File: src/bbc_params.svh
// constants for the blanking and burst control block
`ifndef BBC_PARAMS_SVH
`define BBC_PARAMS_SVH
// time base
`define BBC_CLK_PERIOD_NS 25
`define BBC_TICK_NS 1000
`define BBC_TICK_CYC (`BBC_TICK_NS / `BBC_CLK_PERIOD_NS)
// intervals in their own units and as tick counts
`define BBC_BLANK_TIME_MS 20
`define BBC_BLANK_TICKS (`BBC_BLANK_TIME_MS * 1000000 / `BBC_TICK_NS)
`define BBC_DETECT_TIME_MS 1
`define BBC_DETECT_TICKS (`BBC_DETECT_TIME_MS * 1000000 / `BBC_TICK_NS)
`define BBC_SPIKE_TIME_US 30
`define BBC_SPIKE_TICKS ((`BBC_SPIKE_TIME_US * 1000 + `BBC_TICK_NS - 1) / `BBC_TICK_NS)
`define BBC_BURST_TIME_MS 20
`define BBC_BURST_TICKS (`BBC_BURST_TIME_MS * 1000000 / `BBC_TICK_NS)
// extension cycle count
`define BBC_EXT_COUNT_MAX 256
// detection count thresholds (more cycles means smaller capacitor)
`define BBC_DET_TH_142 16
`define BBC_DET_TH_127 64
`define BBC_DET_TH_NEVER 512
// level select codes
`define BBC_LVL_160 2'h0
`define BBC_LVL_142 2'h1
`define BBC_LVL_127 2'h2
`define BBC_LVL_NEVER 2'h3
// register byte offsets
`define BBC_REG_CTRL 8'h00
`define BBC_REG_STATUS 8'h04
`define BBC_REG_EXTCNT 8'h08
`define BBC_REG_DETCNT 8'h0C
// control field position and reset value
`define BBC_CTRL_EXTEND 0
`define BBC_CTRL_RESET 1'h0
// bus responses
`define BBC_RESP_OKAY 2'h0
`define BBC_RESP_SLVERR 2'h2
`endif

File: src/bbc_pkg.sv
// types shared by the blanking and burst control block
package bbc_pkg;
    // synchronised comparator inputs
    typedef struct packed {
        logic ext_upper;
        logic ext_lower;
        logic overload;
        logic det_upper;
        logic det_lower;
        logic entry_below;
        logic wake;
        logic sleep;
        logic exit_above;
    } bbc_cmp_t;
    typedef enum logic [1:0] {EXT_IDLE, EXT_CHARGE, EXT_DISCH, EXT_DONE} bbc_ext_state_t;
    typedef enum logic [1:0] {DET_WAIT, DET_RUN, DET_DONE} bbc_det_state_t;
    typedef enum logic [1:0] {BU_NORMAL, BU_SLEEP, BU_ACTIVE} bbc_burst_state_t;
endpackage

File: src/bbc_timer.sv
// tick-counting interval timer, cleared while not running
`timescale 1ns/1ps
module bbc_timer #(
    parameter int W = 16
) (
    // clock and reset
    input wire logic aclk,
    input wire logic aresetn,
    // control
    input wire logic run,
    input wire logic tick,
    input wire logic [W-1:0] limit,
    // status
    output logic done
);
    logic [W-1:0] cnt_r;

    // count ticks while running, hold at limit
    always_ff @(posedge aclk)
    begin
        if (!aresetn || !run)
            cnt_r <= '0;
        else if (tick && cnt_r != limit)
            cnt_r <= cnt_r + 1'b1;
    end

    assign done = run && (cnt_r == limit);
endmodule // bbc_timer

File: src/bbc_blank_burst.sv
// blanking, extension, burst level detection and burst mode control
`timescale 1ns/1ps
`include "bbc_params.svh"
module bbc_blank_burst
    import bbc_pkg::*;
#(
    parameter int TW = 16,
    parameter int CW = 10,
    parameter logic [TW-1:0] BLANK_TICKS = TW'(`BBC_BLANK_TICKS),
    parameter logic [TW-1:0] DETECT_TICKS = TW'(`BBC_DETECT_TICKS),
    parameter logic [TW-1:0] SPIKE_TICKS = TW'(`BBC_SPIKE_TICKS),
    parameter logic [TW-1:0] BURST_TICKS = TW'(`BBC_BURST_TICKS),
    parameter logic [8:0] EXT_COUNT_MAX = 9'(`BBC_EXT_COUNT_MAX)
) (
    // clock and reset (reset at undervoltage lockout)
    input wire logic aclk,
    input wire logic aresetn,
    // start-up context
    input wire logic restart_cycle,
    input wire logic protection_hold,
    // analog comparators
    input wire bbc_cmp_t cmp_in,
    // analog switches and controls
    output logic extend_charge_switch,
    output logic extend_discharge_switch,
    output logic detect_discharge_switch,
    output logic autorestart_trigger,
    output logic bias_enable,
    output logic burst_flag,
    output logic burst_limit_gate,
    output logic [1:0] burst_level_sel,
    // axi4-lite slave
    input wire logic [7:0] s_axi_awaddr,
    input wire logic s_axi_awvalid,
    output logic s_axi_awready,
    input wire logic [31:0] s_axi_wdata,
    input wire logic [3:0] s_axi_wstrb,
    input wire logic s_axi_wvalid,
    output logic s_axi_wready,
    output logic [1:0] s_axi_bresp,
    output logic s_axi_bvalid,
    input wire logic s_axi_bready,
    input wire logic [7:0] s_axi_araddr,
    input wire logic s_axi_arvalid,
    output logic s_axi_arready,
    output logic [31:0] s_axi_rdata,
    output logic [1:0] s_axi_rresp,
    output logic s_axi_rvalid,
    input wire logic s_axi_rready
);
    localparam logic [5:0] TICK_LAST = 6'(`BBC_TICK_CYC - 1);

    bbc_cmp_t sync1_r;
    bbc_cmp_t cmp_r;
    logic [5:0] div_r;
    logic tick_r;
    bbc_ext_state_t ext_state_r;
    bbc_det_state_t det_state_r;
    bbc_burst_state_t burst_state_r;
    logic [8:0] ext_count_r;
    logic [CW-1:0] det_count_r;
    logic detect_flipflop_r;
    logic extend_en_r;
    logic blank_done;
    logic detect_done;
    logic spike_done;
    logic entry_done;
    logic ext_out;
    logic restart_and_gate;
    logic entry_run;
    logic aw_got_r;
    logic w_got_r;
    logic [7:0] awaddr_r;
    logic [31:0] wdata_r;
    logic [3:0] wstrb_r;
    logic aw_hs;
    logic w_hs;
    logic do_write;
    logic ar_hs;
    logic [31:0] rd_data;
    logic rd_ok;

    // two-stage comparator synchroniser
    always_ff @(posedge aclk)
    begin
        if (!aresetn)
        begin
            sync1_r <= '0;
            cmp_r <= '0;
        end
        else
        begin
            sync1_r <= cmp_in;
            cmp_r <= sync1_r;
        end
    end

    // 1 us time-base enable
    always_ff @(posedge aclk)
    begin
        if (!aresetn)
        begin
            div_r <= '0;
            tick_r <= 1'b0;
        end
        else
        begin
            tick_r <= (div_r == TICK_LAST);
            div_r <= (div_r == TICK_LAST) ? '0 : div_r + 1'b1;
        end
    end

    // built-in blanking runs while overload persists
    bbc_timer #(.W(TW)) u_blank (
        .aclk(aclk),
        .aresetn(aresetn),
        .run(cmp_r.overload),
        .tick(tick_r),
        .limit(BLANK_TICKS),
        .done(blank_done)
    );

    // extension output and restart gate
    assign ext_out = (ext_state_r == EXT_DONE);
    assign restart_and_gate = blank_done && (extend_en_r ? ext_out : 1'b1);

    // spike blanking after the restart gate opens
    bbc_timer #(.W(TW)) u_spike (
        .aclk(aclk),
        .aresetn(aresetn),
        .run(restart_and_gate),
        .tick(tick_r),
        .limit(SPIKE_TICKS),
        .done(spike_done)
    );

    // extension charge/discharge cycling
    always_ff @(posedge aclk)
    begin
        if (!aresetn || !cmp_r.overload || !extend_en_r)
        begin
            ext_state_r <= EXT_IDLE;
            ext_count_r <= '0;
        end
        else
        begin
            unique case (ext_state_r)
                EXT_IDLE:
                    if (blank_done)
                        ext_state_r <= EXT_CHARGE;
                EXT_CHARGE:
                    if (cmp_r.ext_upper)
                    begin
                        ext_count_r <= ext_count_r + 1'b1;
                        ext_state_r <= (ext_count_r + 1'b1 == EXT_COUNT_MAX) ?
                            EXT_DONE : EXT_DISCH;
                    end
                EXT_DISCH:
                    if (cmp_r.ext_lower)
                        ext_state_r <= EXT_CHARGE;
                EXT_DONE:
                    ext_state_r <= EXT_DONE;
            endcase
        end
    end

    // extension switch drive and restart trigger
    always_ff @(posedge aclk)
    begin
        if (!aresetn)
        begin
            extend_charge_switch <= 1'b0;
            extend_discharge_switch <= 1'b0;
            autorestart_trigger <= 1'b0;
        end
        else
        begin
            extend_charge_switch <= (ext_state_r == EXT_CHARGE);
            extend_discharge_switch <= (ext_state_r == EXT_DISCH);
            autorestart_trigger <= spike_done;
        end
    end

    // 1 ms detection window
    bbc_timer #(.W(TW)) u_detect (
        .aclk(aclk),
        .aresetn(aresetn),
        .run(det_state_r == DET_RUN),
        .tick(tick_r),
        .limit(DETECT_TICKS),
        .done(detect_done)
    );

    // burst level detection sequence
    always_ff @(posedge aclk)
    begin
        if (!aresetn)
        begin
            det_state_r <= DET_WAIT;
            detect_flipflop_r <= 1'b0;
            det_count_r <= '0;
            burst_level_sel <= `BBC_LVL_160;
        end
        else
        begin
            unique case (det_state_r)
                DET_WAIT:
                    if (restart_cycle)
                        det_state_r <= DET_DONE;
                    else if (!protection_hold)
                        det_state_r <= DET_RUN;
                DET_RUN:
                begin
                    if (detect_done)
                    begin
                        det_state_r <= DET_DONE;
                        detect_flipflop_r <= 1'b0;
                        if (det_count_r >= CW'(`BBC_DET_TH_NEVER))
                            burst_level_sel <= `BBC_LVL_NEVER;
                        else if (det_count_r >= CW'(`BBC_DET_TH_127))
                            burst_level_sel <= `BBC_LVL_127;
                        else if (det_count_r >= CW'(`BBC_DET_TH_142))
                            burst_level_sel <= `BBC_LVL_142;
                        else
                            burst_level_sel <= `BBC_LVL_160;
                    end
                    else if (!detect_flipflop_r && cmp_r.det_upper)
                    begin
                        detect_flipflop_r <= 1'b1;
                        if (det_count_r != '1)
                            det_count_r <= det_count_r + 1'b1;
                    end
                    else if (detect_flipflop_r && cmp_r.det_lower)
                        detect_flipflop_r <= 1'b0;
                end
                DET_DONE:
                    det_state_r <= DET_DONE;
                default:
                    det_state_r <= DET_WAIT;
            endcase
        end
    end

    // discharge switch follows the detect flop
    always_ff @(posedge aclk)
    begin
        if (!aresetn)
            detect_discharge_switch <= 1'b0;
        else
            detect_discharge_switch <= detect_flipflop_r;
    end

    // burst entry blanking
    assign entry_run = (burst_state_r == BU_NORMAL) && (det_state_r == DET_DONE) &&
        (burst_level_sel != `BBC_LVL_NEVER) && cmp_r.entry_below;
    bbc_timer #(.W(TW)) u_entry (
        .aclk(aclk),
        .aresetn(aresetn),
        .run(entry_run),
        .tick(tick_r),
        .limit(BURST_TICKS),
        .done(entry_done)
    );

    // burst mode state machine
    always_ff @(posedge aclk)
    begin
        if (!aresetn)
            burst_state_r <= BU_NORMAL;
        else
        begin
            unique case (burst_state_r)
                BU_NORMAL:
                    if (entry_done)
                        burst_state_r <= BU_SLEEP;
                BU_SLEEP:
                    if (cmp_r.exit_above)
                        burst_state_r <= BU_NORMAL;
                    else if (cmp_r.wake)
                        burst_state_r <= BU_ACTIVE;
                BU_ACTIVE:
                    if (cmp_r.exit_above)
                        burst_state_r <= BU_NORMAL;
                    else if (cmp_r.sleep)
                        burst_state_r <= BU_SLEEP;
                default:
                    burst_state_r <= BU_NORMAL;
            endcase
        end
    end

    // burst outputs
    always_ff @(posedge aclk)
    begin
        if (!aresetn)
        begin
            bias_enable <= 1'b1;
            burst_flag <= 1'b0;
            burst_limit_gate <= 1'b0;
        end
        else
        begin
            bias_enable <= (burst_state_r != BU_SLEEP);
            burst_flag <= (burst_state_r != BU_NORMAL);
            burst_limit_gate <= (burst_state_r != BU_NORMAL);
        end
    end

    // axi4-lite write channel
    assign aw_hs = s_axi_awvalid && s_axi_awready;
    assign w_hs = s_axi_wvalid && s_axi_wready;
    assign do_write = aw_got_r && w_got_r && !s_axi_bvalid;

    always_ff @(posedge aclk)
    begin
        if (!aresetn)
        begin
            aw_got_r <= 1'b0;
            w_got_r <= 1'b0;
            awaddr_r <= '0;
            wdata_r <= '0;
            wstrb_r <= '0;
            s_axi_awready <= 1'b0;
            s_axi_wready <= 1'b0;
            s_axi_bvalid <= 1'b0;
            s_axi_bresp <= `BBC_RESP_OKAY;
        end
        else
        begin
            if (aw_hs)
            begin
                aw_got_r <= 1'b1;
                awaddr_r <= s_axi_awaddr;
            end
            else if (do_write)
                aw_got_r <= 1'b0;
            if (w_hs)
            begin
                w_got_r <= 1'b1;
                wdata_r <= s_axi_wdata;
                wstrb_r <= s_axi_wstrb;
            end
            else if (do_write)
                w_got_r <= 1'b0;
            s_axi_awready <= !aw_got_r && !aw_hs && !s_axi_bvalid;
            s_axi_wready <= !w_got_r && !w_hs && !s_axi_bvalid;
            if (do_write)
            begin
                s_axi_bvalid <= 1'b1;
                s_axi_bresp <= (awaddr_r[7:2] <= `BBC_REG_DETCNT >> 2) ?
                    `BBC_RESP_OKAY : `BBC_RESP_SLVERR;
            end
            else if (s_axi_bready)
                s_axi_bvalid <= 1'b0;
        end
    end

    // control register steers the blanking mode
    always_ff @(posedge aclk)
    begin
        if (!aresetn)
            extend_en_r <= `BBC_CTRL_RESET;
        else if (do_write && awaddr_r[7:2] == `BBC_REG_CTRL >> 2 && wstrb_r[0])
            extend_en_r <= wdata_r[`BBC_CTRL_EXTEND];
    end

    // read decode
    always_comb
    begin
        rd_data = '0;
        rd_ok = 1'b1;
        unique case (s_axi_araddr[7:2])
            `BBC_REG_CTRL >> 2: rd_data[`BBC_CTRL_EXTEND] = extend_en_r;
            `BBC_REG_STATUS >> 2: rd_data[9:0] = {ext_out, autorestart_trigger,
                det_state_r == DET_DONE, burst_level_sel, burst_limit_gate,
                burst_flag, bias_enable, burst_state_r};
            `BBC_REG_EXTCNT >> 2: rd_data[8:0] = ext_count_r;
            `BBC_REG_DETCNT >> 2: rd_data[CW-1:0] = det_count_r;
            default: rd_ok = 1'b0;
        endcase
    end

    // axi4-lite read channel
    assign ar_hs = s_axi_arvalid && s_axi_arready;
    always_ff @(posedge aclk)
    begin
        if (!aresetn)
        begin
            s_axi_arready <= 1'b0;
            s_axi_rvalid <= 1'b0;
            s_axi_rdata <= '0;
            s_axi_rresp <= `BBC_RESP_OKAY;
        end
        else
        begin
            s_axi_arready <= !ar_hs && !s_axi_rvalid;
            if (ar_hs)
            begin
                s_axi_rvalid <= 1'b1;
                s_axi_rdata <= rd_data;
                s_axi_rresp <= rd_ok ? `BBC_RESP_OKAY : `BBC_RESP_SLVERR;
            end
            else if (s_axi_rready)
                s_axi_rvalid <= 1'b0;
        end
    end
endmodule // bbc_blank_burst

File: config.mk
export PLATFORM = sky130hd
export DESIGN_NAME = bbc_blank_burst
export DESIGN_NICKNAME = d
export VERILOG_FILES = /design/src/bbc_pkg.sv /design/src/bbc_timer.sv /design/src/bbc_blank_burst.sv
export VERILOG_INCLUDE_DIRS = /design/src
export SDC_FILE = /design/constraint.sdc
export NUM_CORES = 1
export LEC_CHECK = 0
export BUFFER_PORTS_ARGS = -buffer_cell sky130_fd_sc_hd__buf_4
export CORE_ASPECT_RATIO = 0.7
export CORE_MARGIN = 2
export CORE_UTILIZATION = 45
export DETAILED_ROUTE_END_ITERATION = 6
export PLACE_DENSITY = 0.73
export SETUP_SLACK_MARGIN = 0.4
export SLEW_MARGIN = 0
export SYNTH_ARGS = -nofsm -noshare
export SYNTH_HDL_FRONTEND = slang
export SYNTH_HIERARCHICAL = 1
export SYNTH_SLANG_ARGS = --single-unit
File: constraint.sdc
create_clock -name aclk -period 3.2 [get_ports aclk]
set_input_delay 0.32 -clock aclk [delete_from_list [all_inputs] [get_ports aclk]]
set_output_delay 0.32 -clock aclk [all_outputs]
set_load 0.01 [all_outputs]
==> metrics <==
CP arrival 3030 ps; post-route setup TNS 0 ps; clk_lat worst skew 420 ps; # DRC 0; I/O Buffers 57; Overflow after GRT 0; FF+latch count, synth 151; initial detailed-routing violation count 414; slew margin rel. roughly two fifths; vias in the first global route between 5,000 and 6,000; largest net degree at the start of global routing 40; post-synth top area share between 30% and 40%; clk sinks approximately 150; post-layout power 4.24 mW; Final Util about 53%; Avg Inst Size Synth about 8.6 um2; DPL Wire Length around 12,000 um; Final Max Tran Viols 0; final worst slack 536 ps; max cap viols 0; largest cells by area after synthesis dfxtp_1 39%, xor2_1 6.6%, a21oi_1 5.1%; # nets final 1,083; Die Y 114 um; RSZ-0062 raised after global routing no; # fillers between 1,500 and 2,000; number of diodes 0; biggest area consumer among synthesized cells dfxtp_1; total placed instance area between 8000 and 9000 um2; Row Count 40; Syn-to-layout area delta 16.4%; Ports between 100 and 150; starting density of the core 45.5%; final hold vios 0; Static Leakage around 3.5 nW; cell count after synthesis approximately 900; Synth top cells by count 151 x dfxtp_1, 85 x nand2_1, 78 x a21oi_1, 58 x xor2_1, 47 x nor2_1; post-route ant nets 0; Synth cell types 58; post-layout min period about 2700 ps; initial antenna violation count 0; final setup vio count 0; Req. time, crit path between 3000 and 4000 ps; global-route wire length before repair 29,000 um; Layout Skew between 10 and 15 ps; Worst VDD drop approximately 310 uV; vias per cell 5.26; Via Count around 6,500; share of cells above drive strength 1 about an eighth; Synth async-reset ratio 0%; drt total wl 17,100 um; cell area after layout 9000 um2; wire length per cell approximately 14 um; router iterations before antenna repair 5; Worst Hold Class input pin to flop; gpl congestion 0.811; Die W around 160 um; status finished, final reports clean; GRT Overall Usage roughly a fifth; Cell Area, Synth around 7700 um2; share of the yosys chip area belonging to registers around two fifths; CTS tree yes; kind of critical path flop to flop; Final Cycle Share between 80% and 90%; crit path max fanout 10; CORE AREA around 17,000 um2; f_max around 380 MHz; element type at the critical path end flop; H-tree depth 4; clock buffer depth 2; Die Area around 18,000 um2; clock-pin slew of the registers on the worst-case setup and hold paths 70 ps; top-count cell post-synth dfxtp_1; Post-synth EDFFs 0; Worst-Margin Slew slightly below 900 ps; Num CTS Buffers 17; Warnings, synthesis 6; post-place setup slack 558 ps; # Post-CTS Setup Buffers 0; pwr dens 472 nW/um2; prevailing post-synth register cell dfxtp_1; clk root buf clkbuf_16; crit start category flop
==> report_power, final <==
part / switching [mW] / internal [mW]
Sequential: 0.0246 / 1.91
Clock: 0.862 / 1.20
Combinational: 0.146 / 0.103
==> metrics by stage <==
| stage | hold slack, ps | cells |
|---|---|---|
| floorplan | 412 | 981 |
| global placement | 415 | 1212 |
| detailed placement | 420 | 1212 |
| CTS | 84.6 | 1244 |
| global route | 83.4 | 1244 |
| finish | 97.7 | 1244 |
==> logic make-up after synthesis <==
group           Yosys count  synth area share (%)
mux                      11                  1.73
flops                   151                  39.1
fa+ha+maj                13                  2.10
xor+xnor                 82                  9.39
other cells               2                0.0972
compound gates          181                  14.1
simple gates            378                  27.3
buf+inv                  77                  6.17
==> layout make-up <==
type                    count  area [um2]  area share, %
clock inverters            13         156           1.74
flip-flops and latches    151        3020           33.6
clock buffers              19         443           4.92
inverters                  13        48.8          0.542
repair buffers             64         480           5.34
well taps                 231         289           3.21
multi-input cells         753        4560           50.6
==> final timing paths <==
kind / startpoint / end / slack [ps] / cells after the start
worst min register to register: sync1_r[3]$_SDFF_PN0_ / cmp_r[3]$_SDFF_PN0_ / 430 / 1
worst min-delay path: cmp_in[0] / sync1_r[0]$_SDFF_PN0_ / 100 / 2
worst max-delay path: u_blank/cnt_r[12]$_SDFFE_PP0P_ / u_spike/cnt_r[15]$_SDFFE_PP0P_ / 540 / 9
worst max register to register: u_blank/cnt_r[12]$_SDFFE_PP0P_ / u_spike/cnt_r[15]$_SDFFE_PP0P_ / 540 / 9
==> cell usage in the layout (no fill, tap or decap), types with 9 or more instances in the layout <==
cell	n
dfxtp_1	151
conb_1	88
nand2_1	85
a21oi_1	78
buf_4	64
xor2_1	58
nor2_1	47
nand4_1	41
nand3_1	39
o21ai_0	35
or4_1	35
and2_1	34
xnor2_1	23
or3_1	19
o31ai_1	17
clkbuf_16	17
o211ai_1	16
nor4_1	15
inv_1	13
ha_1	13
nor3_1	9
and3_1	9
mux2_2	9
a22oi_1	9
==> per-layer routing <==
metal / up-vias / wire length [um] / global-route usage, %
met1: 3035 / 8560 / 26.9
met2: 122 / 7650 / 30.6
met5: - / 0 / 0
met4: 0 / 191 / 4.98
li1: 3365 / - / -
met3: 17 / 732 / 4.22
==> sequential cells by signal, summed over array words and instances (netlist names), 2 cells and up <==
| register | count |
|---|---|
| burst_level_sel | 2 |
| awaddr_r | 6 |
| burst_state_r | 2 |
| u_spike/cnt_r | 16 |
| sync1_r | 9 |
| det_count_r | 10 |
| cmp_r | 9 |
| u_blank/cnt_r | 16 |
| ext_count_r | 9 |
| u_entry/cnt_r | 16 |
| s_axi_rdata | 10 |
| det_state_r | 2 |
| div_r | 6 |
| u_detect/cnt_r | 16 |
| ext_state_r | 2 |
==> timing repair <==
action / CTS / global route
endpoints found under the setup margin: 0 / 1
endpoints found under the hold margin: 0 / 0
hold buffers: 0 / 0
resized for setup: 0 / 1
==> worst max-delay path: stages (launching register included) <==
cell and delay [ps]:
dfxtp_1 330, xor2_1 170, nor4_1 500, and4_4 330, and2_1 130, inv_1 50, a21oi_1 200, nand2_1 280
or4_1 560, nand2_1 70
Power figures use the tool's default switching activity.
